==> config.mk <==
export PLATFORM = sky130hd
export DESIGN_NAME = mwt_wave_driver
export DESIGN_NICKNAME = d
export VERILOG_FILES = /design/src/hdl/mwt_pkg.sv /design/src/hdl/mwt_wave_driver.sv
export SDC_FILE = /design/constraint.sdc
export NUM_CORES = 1
export LEC_CHECK = 0
export BUFFER_PORTS_ARGS = -buffer_cell sky130_fd_sc_hd__buf_2
export CAP_MARGIN = 0
export CORE_UTILIZATION = 25
export CTS_BUF_LIST = sky130_fd_sc_hd__clkbuf_2
export CTS_CLUSTER_DIAMETER = 100
export DETAILED_ROUTE_END_ITERATION = 12
export PLACE_DENSITY = 0.44
export SLEW_MARGIN = 20
export SYNTH_ARGS = -nofsm -noshare
export SYNTH_HDL_FRONTEND = slang
export SYNTH_SLANG_ARGS = --single-unit
==> constraint.sdc <==
create_clock -name ref_clk -period 12.6 [get_ports ref_clk]
set_input_delay 0.63 -clock ref_clk [delete_from_list [all_inputs] [get_ports ref_clk]]
set_output_delay 0.63 -clock ref_clk [all_outputs]
set_load 0.1 [all_outputs]
==> src/hdl/mwt_pkg.sv <==
// constants for the microstep wave table driver register bank
package mwt_pkg;

  // register indices; byte address is four times the index
  localparam logic [6:0] IDX_WAVE_TABLE_0   = 7'h60;
  localparam logic [6:0] IDX_WAVE_TABLE_7   = 7'h67;
  localparam logic [6:0] IDX_SEGMENT_SELECT = 7'h68;
  localparam logic [6:0] IDX_START_CURRENTS = 7'h69;
  localparam logic [6:0] IDX_MICROSTEP_POS  = 7'h6a;
  localparam logic [6:0] IDX_PHASE_CURRENT  = 7'h6b;
  localparam logic [6:0] IDX_CHOPPER_CONFIG = 7'h6c;
  localparam logic [6:0] IDX_SMART_CURRENT  = 7'h6d;
  localparam logic [6:0] IDX_COMMUTATION    = 7'h6e;
  localparam logic [6:0] IDX_DRIVER_STATUS  = 7'h6f;
  localparam logic [6:0] IDX_PWM_CONFIG     = 7'h70;
  localparam logic [6:0] IDX_PWM_SCALE      = 7'h71;
  localparam logic [6:0] IDX_PWM_AUTOTUNE   = 7'h72;

  // table geometry
  localparam int TABLE_WORDS    = 8;
  localparam int TABLE_ENTRIES  = 256;
  localparam logic [9:0] PHASE_A_OFFSET = 10'h100;

  // segment select field positions
  localparam int SEG_W0_LSB = 0;
  localparam int SEG_W1_LSB = 2;
  localparam int SEG_W2_LSB = 4;
  localparam int SEG_W3_LSB = 6;
  localparam int SEG_X1_LSB = 8;
  localparam int SEG_X2_LSB = 16;
  localparam int SEG_X3_LSB = 24;

  // start current fields and their reset values
  localparam int START_ENTRY0_LSB   = 0;
  localparam int START_ENTRY256_LSB = 16;
  localparam logic [7:0] ENTRY0_START_RESET   = 8'h00;
  localparam logic [7:0] ENTRY256_START_RESET = 8'hf7;

  // readback field positions
  localparam int CURRENT_B_LSB  = 0;
  localparam int CURRENT_A_LSB  = 16;
  localparam int PWM_DUTY_LSB   = 0;
  localparam int PWM_OFFSET_LSB = 16;
  localparam int PWM_OFS_LSB    = 0;
  localparam int PWM_GRADIENT_SETTING_LSB   = 16;

  // commutation control fields; on-time units in clock periods
  localparam int COMMUT_TIME_LSB   = 0;
  localparam int STEP_LOSS_LSB     = 16;
  localparam int COMMUT_TIME_UNIT  = 1;
  localparam int STEP_LOSS_UNIT    = 16;

  // reset values of configuration registers
  localparam logic [31:0] CHOPPER_CONFIG_RESET = 32'h10410150;
  localparam logic [31:0] PWM_CONFIG_RESET     = 32'hc40c001e;
  localparam logic [31:0] ZERO_RESET           = 32'h00000000;

  typedef enum logic [1:0] {
    ST_IDLE = 2'b01,
    ST_WALK = 2'b10
  } mwt_state_t;

endpackage

==> src/hdl/mwt_wave_driver.sv <==
// microstep wave table driver register bank with APB slave
// Operation
// RULE_01 - table bit codes step between entries
// RULE_02 - bit one adds width code, zero one less
// RULE_03 - eight write-only words hold quarter wave
// RULE_04 - word bit 0 is lowest entry
// RULE_05 - four segments each with 2-bit code
// RULE_06 - segment ranges set by three borders
// RULE_07 - software keeps borders increasing, above zero
// RULE_08 - start register holds entry 0, 256 currents
// RULE_09 - passing zero loads both start currents
// RULE_10 - start currents reset to 0 and 247
// RULE_11 - 10-bit read-only microstep position for B
// RULE_12 - phase A position is B plus 256
// RULE_13 - software rewrites table only at zero
// RULE_14 - readback gives signed 9-bit B and A
// RULE_15 - chopper config resets to fixed value
// RULE_16 - commutation on-time limit in clock periods
// RULE_17 - step-loss limit in 16 clocks, zero disables
// RULE_18 - commutation enabled by pin or velocity
// RULE_19 - software sets sensible on-time limits
// RULE_20 - voltage PWM config resets to fixed value
// RULE_21 - duty cycle readback scales both currents
// RULE_22 - signed regulator offset readback, bits 24:16
// RULE_23 - autotune offset readback in bits 7:0
// RULE_24 - full wave by mirroring and negating
//
// Our own choice: the APB register port.
module mwt_wave_driver
  import mwt_pkg::*;
#(
  parameter logic [31:0] TABLE_INIT   [TABLE_WORDS] = '{default: 32'h00000000},
  parameter logic [31:0] SEGMENT_INIT = 32'h00000000
) (
  // clock and reset
  input  wire logic        ref_clk,
  input  wire logic        rst_n,
  // apb slave
  input  wire logic        psel,
  input  wire logic        penable,
  input  wire logic        pwrite,
  input  wire logic [8:0]  paddr,
  input  wire logic [31:0] pwdata,
  input  wire logic [3:0]  pstrb,
  output logic      [31:0] prdata,
  output logic             pready,
  output logic             pslverr,
  // step request from motion logic
  input  wire logic        stepReq,
  input  wire logic        stepDir,
  output logic             stepReady,
  // commutation enables
  input  wire logic        commutation_enable_pin,
  input  wire logic        commutationVelocityReached,
  // regulator and status inputs
  input  wire logic [7:0]  dutyCycleActual,
  input  wire logic [8:0]  pwmAutoOffset,
  input  wire logic [7:0]  pwmOfsAuto,
  input  wire logic [7:0]  pwmGradAuto,
  input  wire logic [31:0] driverStatus,
  // outputs to chopper and power stage
  output logic [31:0]      chopperConfig,
  output logic [31:0]      smartCurrentConfig,
  output logic [31:0]      voltagePwmConfig,
  output logic [9:0]       commutationOnTimeCycles,
  output logic [11:0]      stepLossOnTimeCycles,
  output logic             stepLossDetectEn,
  output logic             commutationActive,
  output logic [9:0]       microstepPosition,
  output logic [8:0]       phaseACurrent,
  output logic [8:0]       phaseBCurrent,
  output logic [8:0]       phaseAScaled,
  output logic [8:0]       phaseBScaled
);

  // byte-lane merge for apb writes
  function automatic logic [31:0] laneMerge(input logic [31:0] old, input logic [31:0] wd,
                                            input logic [3:0] strb);
    logic [31:0] res;
    res = old;
    for (int i = 0; i < 4; i++) begin
      if (strb[i]) begin
        res[8*i +: 8] = wd[8*i +: 8];
      end
    end
    return res;
  endfunction

  // step between entry idx and idx+1
  function automatic logic signed [2:0] lutDelta(input logic [7:0] idx, input logic tbit,
                                                 input logic [31:0] seg);
    logic [1:0] w;
    w = seg[SEG_W0_LSB +: 2];
    // RULE_06 segment by borders
    if (idx >= seg[SEG_X3_LSB +: 8]) begin
      w = seg[SEG_W3_LSB +: 2];
    end else if (idx >= seg[SEG_X2_LSB +: 8]) begin
      w = seg[SEG_W2_LSB +: 2];
    end else if (idx >= seg[SEG_X1_LSB +: 8]) begin
      w = seg[SEG_W1_LSB +: 2];
    end
    // RULE_02 bit adds width code, minus one for zero
    return $signed({1'b0, w}) + $signed({2'b00, tbit}) - 3'sd1;
  endfunction

  // walk length within the quarter table; odd quarters mirror the index
  function automatic logic [8:0] walkLen(input logic [9:0] pos);
    logic [8:0] n;
    n = {1'b0, pos[7:0]};
    // RULE_24 mirror index in odd quarters
    if (pos[8]) begin
      n = 9'h100 - {1'b0, pos[7:0]};
    end
    return n;
  endfunction

  // apb decode
  logic [6:0]  regIdx;
  logic        aligned;
  logic        setupPhase;
  logic        writeDone;
  logic        mapped;
  logic [31:0] readValue;

  assign regIdx     = paddr[8:2];
  assign aligned    = (paddr[1:0] == 2'b00);
  assign setupPhase = psel && !penable;
  assign pready     = 1'b1;
  assign writeDone  = psel && penable && pwrite && !pslverr;

  // registers
  logic [31:0] tableWord_q [TABLE_WORDS];
  logic [31:0] segmentSelect_q;
  logic [7:0]  entry0Start_q;
  logic [7:0]  entry256Start_q;
  logic [31:0] chopperConfig_q;
  logic [31:0] smartCurrent_q;
  logic [23:0] commutation_q;
  logic [31:0] pwmConfig_q;

  // RULE_03 eight table words, write only
  always_ff @(posedge ref_clk) begin
    for (int i = 0; i < TABLE_WORDS; i++) begin
      if (!rst_n) begin
        tableWord_q[i] <= TABLE_INIT[i];
      end else if (writeDone && regIdx == IDX_WAVE_TABLE_0 + 7'(i)) begin
        tableWord_q[i] <= laneMerge(tableWord_q[i], pwdata, pstrb);
      end
    end
  end

  // RULE_05 segment select register
  always_ff @(posedge ref_clk) begin
    if (!rst_n) begin
      segmentSelect_q <= SEGMENT_INIT;
    end else if (writeDone && regIdx == IDX_SEGMENT_SELECT) begin
      segmentSelect_q <= laneMerge(segmentSelect_q, pwdata, pstrb);
    end
  end

  // RULE_08 start currents; RULE_10 reset values
  always_ff @(posedge ref_clk) begin
    if (!rst_n) begin
      entry0Start_q   <= ENTRY0_START_RESET;
      entry256Start_q <= ENTRY256_START_RESET;
    end else if (writeDone && regIdx == IDX_START_CURRENTS) begin
      if (pstrb[START_ENTRY0_LSB / 8]) begin
        entry0Start_q <= pwdata[START_ENTRY0_LSB +: 8];
      end
      if (pstrb[START_ENTRY256_LSB / 8]) begin
        entry256Start_q <= pwdata[START_ENTRY256_LSB +: 8];
      end
    end
  end

  // RULE_15 chopper config reset; RULE_20 pwm config reset
  always_ff @(posedge ref_clk) begin
    if (!rst_n) begin
      chopperConfig_q <= CHOPPER_CONFIG_RESET;
      smartCurrent_q  <= ZERO_RESET;
      commutation_q   <= ZERO_RESET[23:0];
      pwmConfig_q     <= PWM_CONFIG_RESET;
    end else if (writeDone) begin
      if (regIdx == IDX_CHOPPER_CONFIG) begin
        chopperConfig_q <= laneMerge(chopperConfig_q, pwdata, pstrb);
      end
      if (regIdx == IDX_SMART_CURRENT) begin
        smartCurrent_q <= laneMerge(smartCurrent_q, pwdata, pstrb) & 32'h01ffffff;
      end
      if (regIdx == IDX_COMMUTATION) begin
        commutation_q <= 24'(laneMerge({8'h00, commutation_q}, pwdata, pstrb));
      end
      if (regIdx == IDX_PWM_CONFIG) begin
        pwmConfig_q <= laneMerge(pwmConfig_q, pwdata, pstrb);
      end
    end
  end

  // microstep position and walker
  mwt_state_t   state_q;
  logic [9:0]   position_q;
  logic [7:0]   walkIdx_q;
  logic [8:0]   lenB_q;
  logic [8:0]   lenA_q;
  logic [8:0]   lenMax;
  logic [9:0]   quadB_q;
  logic [9:0]   quadA_q;
  logic signed [10:0] accB_q;
  logic signed [10:0] accA_q;
  logic signed [8:0]  curA_q;
  logic signed [8:0]  curB_q;
  logic [9:0]   nextPos;
  logic [9:0]   nextPosA;
  logic         stepTake;
  logic         tableBit;
  logic signed [2:0] delta;

  assign stepReady = (state_q == ST_IDLE);
  assign stepTake  = stepReq && stepReady;
  // RULE_11 position moves one microstep per accepted step
  assign nextPos   = stepDir ? position_q - 10'd1 : position_q + 10'd1;
  // RULE_12 phase A offset
  assign nextPosA  = nextPos + PHASE_A_OFFSET;
  assign lenMax    = (lenA_q > lenB_q) ? lenA_q : lenB_q;
  // RULE_04 bit 0 of a word is its lowest entry
  assign tableBit  = tableWord_q[walkIdx_q[7:5]][walkIdx_q[4:0]];
  // RULE_01 each bit codes the step to the next entry
  assign delta     = lutDelta(walkIdx_q, tableBit, segmentSelect_q);

  // signed phase value from a walked magnitude
  function automatic logic signed [8:0] phaseValue(input logic [9:0] pos,
                                                   input logic signed [10:0] acc,
                                                   input logic [7:0] s256);
    logic signed [10:0] mag;
    mag = acc;
    if (pos[8] && pos[7:0] == 8'h00) begin
      mag = $signed({3'b000, s256});
    end
    // RULE_24 negate second half
    if (pos[9]) begin
      mag = -mag;
    end
    return mag[8:0];
  endfunction

  always_ff @(posedge ref_clk) begin
    if (!rst_n) begin
      state_q    <= ST_IDLE;
      position_q <= 10'h000;
      walkIdx_q  <= 8'h00;
      lenB_q     <= 9'h000;
      lenA_q     <= 9'h000;
      quadB_q    <= 10'h000;
      quadA_q    <= PHASE_A_OFFSET;
      accB_q     <= 11'sd0;
      accA_q     <= 11'sd0;
    end else begin
      unique case (state_q)
        ST_IDLE: begin
          if (stepTake) begin
            position_q <= nextPos;
            // RULE_09 zero crossing bypasses the walk
            if (nextPos != 10'h000) begin
              state_q <= ST_WALK;
            end
            walkIdx_q <= 8'h00;
            quadB_q   <= nextPos;
            quadA_q   <= nextPosA;
            lenB_q    <= walkLen(nextPos);
            lenA_q    <= walkLen(nextPosA);
            accB_q    <= $signed({3'b000, entry0Start_q});
            accA_q    <= $signed({3'b000, entry0Start_q});
          end
        end
        ST_WALK: begin
          // entry 256 comes from its start value, so walks stop at 255
          if ({1'b0, walkIdx_q} == lenMax || walkIdx_q == 8'hff) begin
            state_q <= ST_IDLE;
          end else begin
            walkIdx_q <= walkIdx_q + 8'd1;
            if ({1'b0, walkIdx_q} < lenB_q) begin
              accB_q <= accB_q + 11'(delta);
            end
            if ({1'b0, walkIdx_q} < lenA_q) begin
              accA_q <= accA_q + 11'(delta);
            end
          end
        end
      endcase
    end
  end

  // current registers
  always_ff @(posedge ref_clk) begin
    if (!rst_n) begin
      curB_q <= $signed({1'b0, ENTRY0_START_RESET});
      curA_q <= $signed({1'b0, ENTRY256_START_RESET});
    end else if (stepTake && nextPos == 10'h000) begin
      // RULE_09 load start currents at zero
      curB_q <= $signed({1'b0, entry0Start_q});
      curA_q <= $signed({1'b0, entry256Start_q});
    end else if (state_q == ST_WALK &&
                 ({1'b0, walkIdx_q} == lenMax || walkIdx_q == 8'hff)) begin
      curB_q <= phaseValue(quadB_q, accB_q, entry256Start_q);
      curA_q <= phaseValue(quadA_q, accA_q, entry256Start_q);
    end
  end

  // RULE_21 scale both phases by the duty cycle
  logic signed [17:0] prodA;
  logic signed [17:0] prodB;
  assign prodA = curA_q * $signed({1'b0, dutyCycleActual});
  assign prodB = curB_q * $signed({1'b0, dutyCycleActual});

  always_ff @(posedge ref_clk) begin
    if (!rst_n) begin
      phaseAScaled <= 9'h000;
      phaseBScaled <= 9'h000;
    end else begin
      phaseAScaled <= prodA[16:8];
      phaseBScaled <= prodB[16:8];
    end
  end

  // pin synchroniser; a change counts once stages two and three agree
  logic pinSync1_q;
  logic pinSync2_q;
  logic pinSync3_q;
  logic pinLevel_q;

  always_ff @(posedge ref_clk) begin
    if (!rst_n) begin
      pinSync1_q <= 1'b0;
      pinSync2_q <= 1'b0;
      pinSync3_q <= 1'b0;
      pinLevel_q <= 1'b0;
    end else begin
      pinSync1_q <= commutation_enable_pin;
      pinSync2_q <= pinSync1_q;
      pinSync3_q <= pinSync2_q;
      if (pinSync2_q == pinSync3_q) begin
        pinLevel_q <= pinSync3_q;
      end
    end
  end

  // RULE_18 pin or velocity threshold enables commutation
  always_ff @(posedge ref_clk) begin
    if (!rst_n) begin
      commutationActive <= 1'b0;
    end else begin
      commutationActive <= pinLevel_q || commutationVelocityReached;
    end
  end

  // RULE_16 on-time limit in clock periods
  assign commutationOnTimeCycles = 10'(commutation_q[COMMUT_TIME_LSB +: 10] * COMMUT_TIME_UNIT);
  // RULE_17 step-loss limit in 16-clock units, zero disables
  assign stepLossOnTimeCycles = 12'(commutation_q[STEP_LOSS_LSB +: 8] * STEP_LOSS_UNIT);
  assign stepLossDetectEn     = (commutation_q[STEP_LOSS_LSB +: 8] != 8'h00);

  assign chopperConfig      = chopperConfig_q;
  assign smartCurrentConfig = smartCurrent_q;
  assign voltagePwmConfig   = pwmConfig_q;
  assign microstepPosition  = position_q;
  assign phaseACurrent      = curA_q;
  assign phaseBCurrent      = curB_q;

  // read mux; write-only registers read as zero
  always_comb begin
    readValue = 32'h00000000;
    mapped    = 1'b1;
    if (regIdx >= IDX_WAVE_TABLE_0 && regIdx <= IDX_WAVE_TABLE_7) begin
      readValue = 32'h00000000;
    end else begin
      unique case (regIdx)
        IDX_SEGMENT_SELECT, IDX_START_CURRENTS, IDX_SMART_CURRENT,
        IDX_COMMUTATION, IDX_PWM_CONFIG: readValue = 32'h00000000;
        // RULE_11 position readback
        IDX_MICROSTEP_POS:  readValue = {22'h0, position_q};
        // RULE_14 signed currents, B low and A high
        IDX_PHASE_CURRENT:  readValue = {7'h00, curA_q, 7'h00, curB_q};
        IDX_CHOPPER_CONFIG: readValue = chopperConfig_q;
        IDX_DRIVER_STATUS:  readValue = driverStatus;
        // RULE_22 regulator offset beside RULE_21 duty
        IDX_PWM_SCALE:      readValue = {7'h00, pwmAutoOffset, 8'h00, dutyCycleActual};
        // RULE_23 autotune offset and gradient
        IDX_PWM_AUTOTUNE:   readValue = {8'h00, pwmGradAuto, 8'h00, pwmOfsAuto};
        default:            mapped = 1'b0;
      endcase
    end
  end

  // answer prepared in setup so the access phase completes at once
  always_ff @(posedge ref_clk) begin
    if (!rst_n) begin
      prdata  <= 32'h00000000;
      pslverr <= 1'b0;
    end else if (setupPhase) begin
      prdata  <= pwrite ? 32'h00000000 : readValue;
      pslverr <= !(mapped && aligned);
    end
  end

endmodule // mwt_wave_driver
==> reports/metrics.cfg, run 1 <==
[final_layout]
nFillCells=13100
final_common_cell=nand2_1
drive_above_1_share_pct=18.4
layout_common_cells=nand2_1, buf_2, dlygate4sd3_1, dfxtp_1, edfxtp_1
area_delta_synth_final_pct=23.1
nets=4093

[logic_synthesis]
ys_async_sr_fraction_pct=0
synth_ff_type=dfxtp_1
synthTopCellsByArea=edfxtp_1, dfxtp_1, fa_1, mux4_2, ha_1
ys_types=81
ys_warn_count=0
synth_edf_count=256
yosysTopAreaCell=edfxtp_1
synth_top_area_share_pct=24.2
synth-seq-cells=545
syn_avg_cell_area_um2=9.99
synthCells=3181
syn_area_um2=31800
ys_seq_area_share_pct=42.4

[clocking]
cts_resized=0
cts_root_buffer=clkbuf_2
htreeDepth=4
path_clk_slew_ps=110
postCtsSetupBuffers=0
insertion_delay_ps=1510
numCtsBuffers=155
cts_tree=built
cts_sinks=545
cts_buffer_depth=3

[detailed_routing]
drc=0
wl_met1_um=56700
maxUsedRoutingLayer=met5
dr.first_iter.drc_count=2246
ant_nets=0
vias_per_cell=4.81
wl_um=120000
dr_wl_met3_um=7830
drt_first_pass_iters=6
routedWlPerCell_um=21.9
vias=26500
route.met2.wl_um=53700

[timing]
hold_viol_final=0
rsz0062_at_grt=no
fin_ws_ps=6140
finalClockSkew_ps=115
fmax_mhz=155
fin_tns_setup_ps=0
setup_viol=0
slew_violations=0
worst_pin_slew_ps=1160
post-route-period-util_pct=51.3
post-route-min-period_ps=6460
relSlewSlack_pct=22.6

[worst_setup_path]
worstReg2RegEnd=accA_q[7]
startpoint_type=flop
setup.worst_path.class=reg -> reg
critPathTopFamily=compound AO/OA/AOI/OAI gates
cp_slowest_stage_delay_ps=730
r2r_slack_ps=6140
worstPathRequired_ps=13880
arrival_ps=7740
r2r_cells=19
path_cells=buf_4, mux4_2, mux4_2, a22oi_1, nand2_1, a311oi_1, a41oi_1, o21ai_0, ha_1, ha_1, buf_4, or4b_2, o22ai_1, a21oi_1, a32o_1, a311oi_1, nor3_1, a21oi_1, o32ai_1
critPathMaxFanout=40
critPathSlowestCell=dfxtp_4
worst-path-buf-inv=2
end_kind=flop

[floorplan]
die_height_um=359
start_util_pct=25.2
design.core.area_um2=126000
num_rows=130
io_pins=320
dieArea_um2=129000
die_w_um=359

[placed_design]
place_congestion=0.850
dp_hpwl_um=79100
place_ws_ps=6150
io_buffers=307

[power]
comb_power_share_pct=30.6
p_int_mw=2.97
p_clk_share_pct=28.3
p_leak_nw=16.6
power.density_nw_per_um2=124
seq_power_share_pct=41.1
p_sw_share_pct=38.7
netSwitchingPower_mw=1.87
ir_worst_vdd_uv=87.8

[global_route]
grt_overflow=0
grt_use_total_pct=18.6
grt_pass1_vias=26500
grt_pass1_wl_um=177000
grt_max_degree=101
antenna_found_initial=11

[worst_hold_path]
min_to=smartCurrentConfig[12]
hold_path_class=in -> reg
hold_path_startpoint=pwdata[12]
hold_depth=4

[status]
status=complete, no violations

[run]
max-cap-violations=0

-- worst max path at each step --
stage                          start              end  slack (ps)  cells after the start
floorplan           phaseACurrent[7]  phaseAScaled[8]        7280                     18
global placement                flop        accA_q[7]        6110                     19
detailed placement              flop        accA_q[7]        6150                     19
CTS                             flop        accA_q[7]        6090                     19
global route                    flop        accA_q[8]        5530                     18
finish                          flop        accA_q[7]        6140                     19
-- registers in the layout, summed over array words and instances (netlist names), 9 cells and up, named ones only --
name / cells
tableWord_q: 256
chopperConfig: 32
prdata: 32
segmentSelect_q: 32
voltagePwmConfig: 32
smartCurrentConfig: 25
commutation_q: 18
quadB_q: 10
accA_q: 9
accB_q: 9
lenB_q: 9
phaseACurrent: 9
phaseAScaled: 9
phaseBCurrent: 9
phaseBScaled: 9
-- layer usage --
metal,vias to the layer above,global-route usage [%]
li1,12300,-
met1,13100,25.9
met2,879,28.9
met3,163,4.12
met4,2,5.03
met5,-,0
-- what timing repair did --
| action | 4_1_cts | 5_1_grt |
|---|---|---|
| hold buffers | 295 | 0 |
| endpoints found under the hold margin | 603 | 0 |
| setup endpoints to repair | 0 | 0 |
-- power groups by stage --
| stage | Combinational (mW) | Sequential, mW | Clock (mW) |
|---|---|---|---|
| floorplan | 0.950 | 2.15 | 0 |
| finish | 1.48 | 1.99 | 1.37 |
| global route | 1.65 | 2.00 | 1.52 |
| CTS | 1.49 | 1.99 | 1.43 |
| detailed placement | 1.42 | 2.03 | 0 |
| global placement | 1.43 | 2.04 | 0 |
-- synth_stat cells (5+ instances only) --
cell and number:
dfxtp_1 289, fa_1 117, nor2b_1 14, buf_1 10
o21ai_0 81, nand2b_1 14, mux4_2 80, ha_1 125
buf_4 20, xor2_1 25, a222oi_1 24, a21o_1 26
a311oi_1 6, inv_1 240, and2_1 129, xnor2_1 44
o221a_2 6, o211ai_1 8, nand2_1 348, a21oi_1 160
edfxtp_1 256, a211oi_1 23, a31oi_1 12, clkbuf_1 226
o22ai_1 8, o31ai_1 17, a221oi_1 6, o311ai_0 5
or3_1 18, and3_1 231, o21bai_1 6, nand4_1 11
nor4_1 13, nand3b_1 8, nor3_1 30, nand3_1 74
a22oi_1 33, buf_2 7, mux2i_1 129, nor2_1 228
-- worst reg2reg max path: cells and delay by family, from the launching register on --
family / cells / cell delay [ps]
compound gates: 10 / 2140
fa+ha+maj: 2 / 420
buf+inv: 2 / 1030
flops: 1 / 730
mux: 2 / 1160
simple gates: 3 / 800
-- cell type report --
class	instances	area [um^2]	share of cell area [%]
clock inverters	55	302	0.770
inverters	241	912	2.33
flip-flops and latches	545	13500	34.4
multi-input cells	2140	16400	41.9
clock buffers	222	1110	2.84
diodes	6	15.0	0.0384
well taps	1650	2060	5.27
repair buffers	649	4840	12.4
-- logic make-up after synthesis --
kind of cell | Yosys count | share of synthesized area, %
adder cells (fa/ha/maj) | 242 | 12.3
AO/OA/AOI/OAI | 468 | 9.68
flip-flops | 545 | 42.4
other | 2 | 0.0236
buffers and inverters | 506 | 6.29
AND/OR/NAND/NOR | 1138 | 17.6
multiplexers | 211 | 9.80
XOR/XNOR | 69 | 1.90
-- metrics by stage --
stage	power [mW]	instance area [um^2]	hold WS [ps]	cells	utilization, %
after detailed placement	3.46	34800	447	4930	27.6
after global placement	3.46	34800	440	4930	27.6
final	4.85	39100	259	5508	31.1
after floorplan	3.10	31800	412	3191	-
after global routing	5.18	39100	89.1	5507	31.1
after CTS	4.92	39100	3.38	5502	31.1
(Power assumes the default switching activity.)
==> inputs of run 2 (changes only) <==
--- a/config.mk
+++ b/config.mk
@@ -11,7 +11,7 @@
 export CTS_BUF_LIST = sky130_fd_sc_hd__clkbuf_2
 export CTS_CLUSTER_DIAMETER = 100
 export DETAILED_ROUTE_END_ITERATION = 12
-export PLACE_DENSITY = 0.44
+export PLACE_DENSITY = 0.46
 export SLEW_MARGIN = 20
 export SYNTH_ARGS = -nofsm -noshare
 export SYNTH_HDL_FRONTEND = slang
==> constraint.sdc (replaced) <==
create_clock -name ref_clk -period 5.4 [get_ports ref_clk]
set_input_delay 0.27 -clock ref_clk [delete_from_list [all_inputs] [get_ports ref_clk]]
set_output_delay 0.27 -clock ref_clk [all_outputs]
set_load 0.1 [all_outputs]
==> run 2 against run 1 <==
Compared with the run above:
- highest routed layer unchanged
- combinational power up 140%
- first-iteration DRC count up 5.0%
- cell count up 1.4%
- register-to-register slack worse by 5900 ps
==> reports/metrics.cfg, run 2 (synthesis gave the netlist of run 1 again) <==
[timing]
finalClockSkew_ps=155
setup_viol=0
rsz0062_at_grt=no
hold_slack_ps=142
fin_ws_ps=234
hold_viol_final=0
relSlewSlack_pct=21.9
slew_violations=0
post-route-period-util_pct=95.7
fin_tns_setup_ps=0
worst_pin_slew_ps=1170
post-route-min-period_ps=5170
fmax_mhz=194

[final_layout]
ff_latch_area_um2=13500
nets=4163
final_common_cell=nand2_1
nFillCells=13200
largest-register=tableWord_q
fin_cells=5587
utilization_pct=31.7
drive_above_1_share_pct=19.9
layout_common_cells=nand2_1, dlygate4sd3_1, buf_2, dfxtp_1, edfxtp_1
area_delta_synth_final_pct=25.6
multi_input_area_um2=16400
largest_reg_flops=256

[worst_setup_path]
r2r_cells=21
setup.worst_path.class=reg -> reg
end_kind=flop
startpoint_type=flop
worstPathRequired_ps=6720
critPathMaxFanout=16
arrival_ps=6490

[placed_design]
dp_hpwl_um=81800
place_congestion=0.829
place_inst=4975
io_buffers=307
place_ws_ps=104

[power]
comb_power_share_pct=30.9
ir_worst_vdd_uv=243
seq_power_share_pct=39.7
p_sw_share_pct=38.3
p_clk_share_pct=29.4
power.density_nw_per_um2=291
p_leak_nw=17.1
p_int_mw=7.16
netSwitchingPower_mw=4.45

[clocking]
path_clk_slew_ps=110
numCtsBuffers=156
cts_tree=built
cts_sinks=545
htreeDepth=4
cts_root_buffer=clkbuf_2
cts_buffer_depth=3
insertion_delay_ps=1550

[global_route]
antenna_found_initial=10
grt_overflow=0
grt_pass1_vias=26900
grt_max_degree=75
grt_use_total_pct=18.5
grt_pass1_wl_um=177000

[floorplan]
start_util_pct=25.2
num_rows=130
io_pins=320
design.core.area_um2=126000
die_w_um=359
dieArea_um2=129000
die_height_um=359

[detailed_routing]
ant_nets=0
drc=0
vias=27200
vias_per_cell=4.87
wl_um=121000
dr.first_iter.drc_count=2359
routedWlPerCell_um=21.6
drt_first_pass_iters=9

[status]
status=complete, no violations

[worst_hold_path]
hold_path_class=in -> reg
hold_depth=5

[run]
max-cap-violations=0

-- run 2: changes by cell type in the layout (fill, tap and decap cells not counted), sizes merged --
cell         previous run  this run
bufinv                  2         5
buf                   354       405
clkbuf                222       237
clkinv                 46        35
dlygate4sd3           295       313
clkinvlp                3         1
diode                   6        12
inv                   245       244
-- run 2: area by class of cell --
class                           instances  area share, %
Multi-Input combinational cell       2140           41.1
Sequential cell                       545           33.8
Timing Repair Buffer                  718           13.8
Tap cell                             1650           5.17
Clock buffer                          237           2.97
Inverter                              241           2.28
Clock inverter                         44          0.846
Antenna cell                           12         0.0752
-- run 2: metrics by stage --
| stage | total power, mW | cell area [um^2] |
|---|---|---|
| 2_1_floorplan | 7.23 | 31800 |
| 3_3_place_gp | 8.15 | 35200 |
| 3_5_place_dp | 8.15 | 35200 |
| 4_1_cts | 11.7 | 39800 |
| 5_1_grt | 12.4 | 39900 |
| 6_report | 11.6 | 39900 |
-- run 2: power groups by stage --
stage / Clock, mW / Combinational, mW / Sequential [mW]
2_1_floorplan: 0 / 2.22 / 5.01
3_3_place_gp: 0 / 3.44 / 4.71
3_5_place_dp: 0 / 3.44 / 4.71
4_1_cts: 3.53 / 3.59 / 4.61
5_1_grt: 3.75 / 3.97 / 4.63
6_report: 3.41 / 3.58 / 4.61
-- run 2: timing repair --
action                     in CTS  in global routing
setup endpoints to repair       0                  5
buffers inserted                0                  5
hold buffers                  314                  0
hold endpoints to repair      793                  0
resized for setup               0                  3
-- run 2: critical path, stage by stage, from the launching register on --
cell and delay [ps]:
dfxtp_4 460, buf_12 210, mux4_2 530, mux4_2 470, mux2_2 280, nor2_1 90
a21oi_1 80, nor3b_1 240, a31oi_1 120, o21ai_1 200, ha_1 220, ha_1 230
inv_1 150, ha_1 260, a21oi_1 280, o22ai_1 140, a21oi_1 290, o21bai_1 100
a311oi_1 330, nor3_1 80, a21oi_1 130, o32ai_1 90
-- run 2: routing by layer --
layer / wire (um) / GRT usage (%) / vias to the layer above
met5: 11 / 0 / -
met4: 2410 / 5.15 / 2
met1: 56200 / 26.3 / 13500
li1: - / - / 12500
met2: 53000 / 28.2 / 1018
met3: 8880 / 4.07 / 167
-- run 2: final timing paths --
kind | from | end | slack (ps)
hold / removal | stepReq | quadB_q[4] | 140
setup / recovery | flop | accA_q[7] | 230
setup reg to reg | flop | accA_q[7] | 230
hold reg to reg | segmentSelect_q[4] | segmentSelect_q[4] | 450
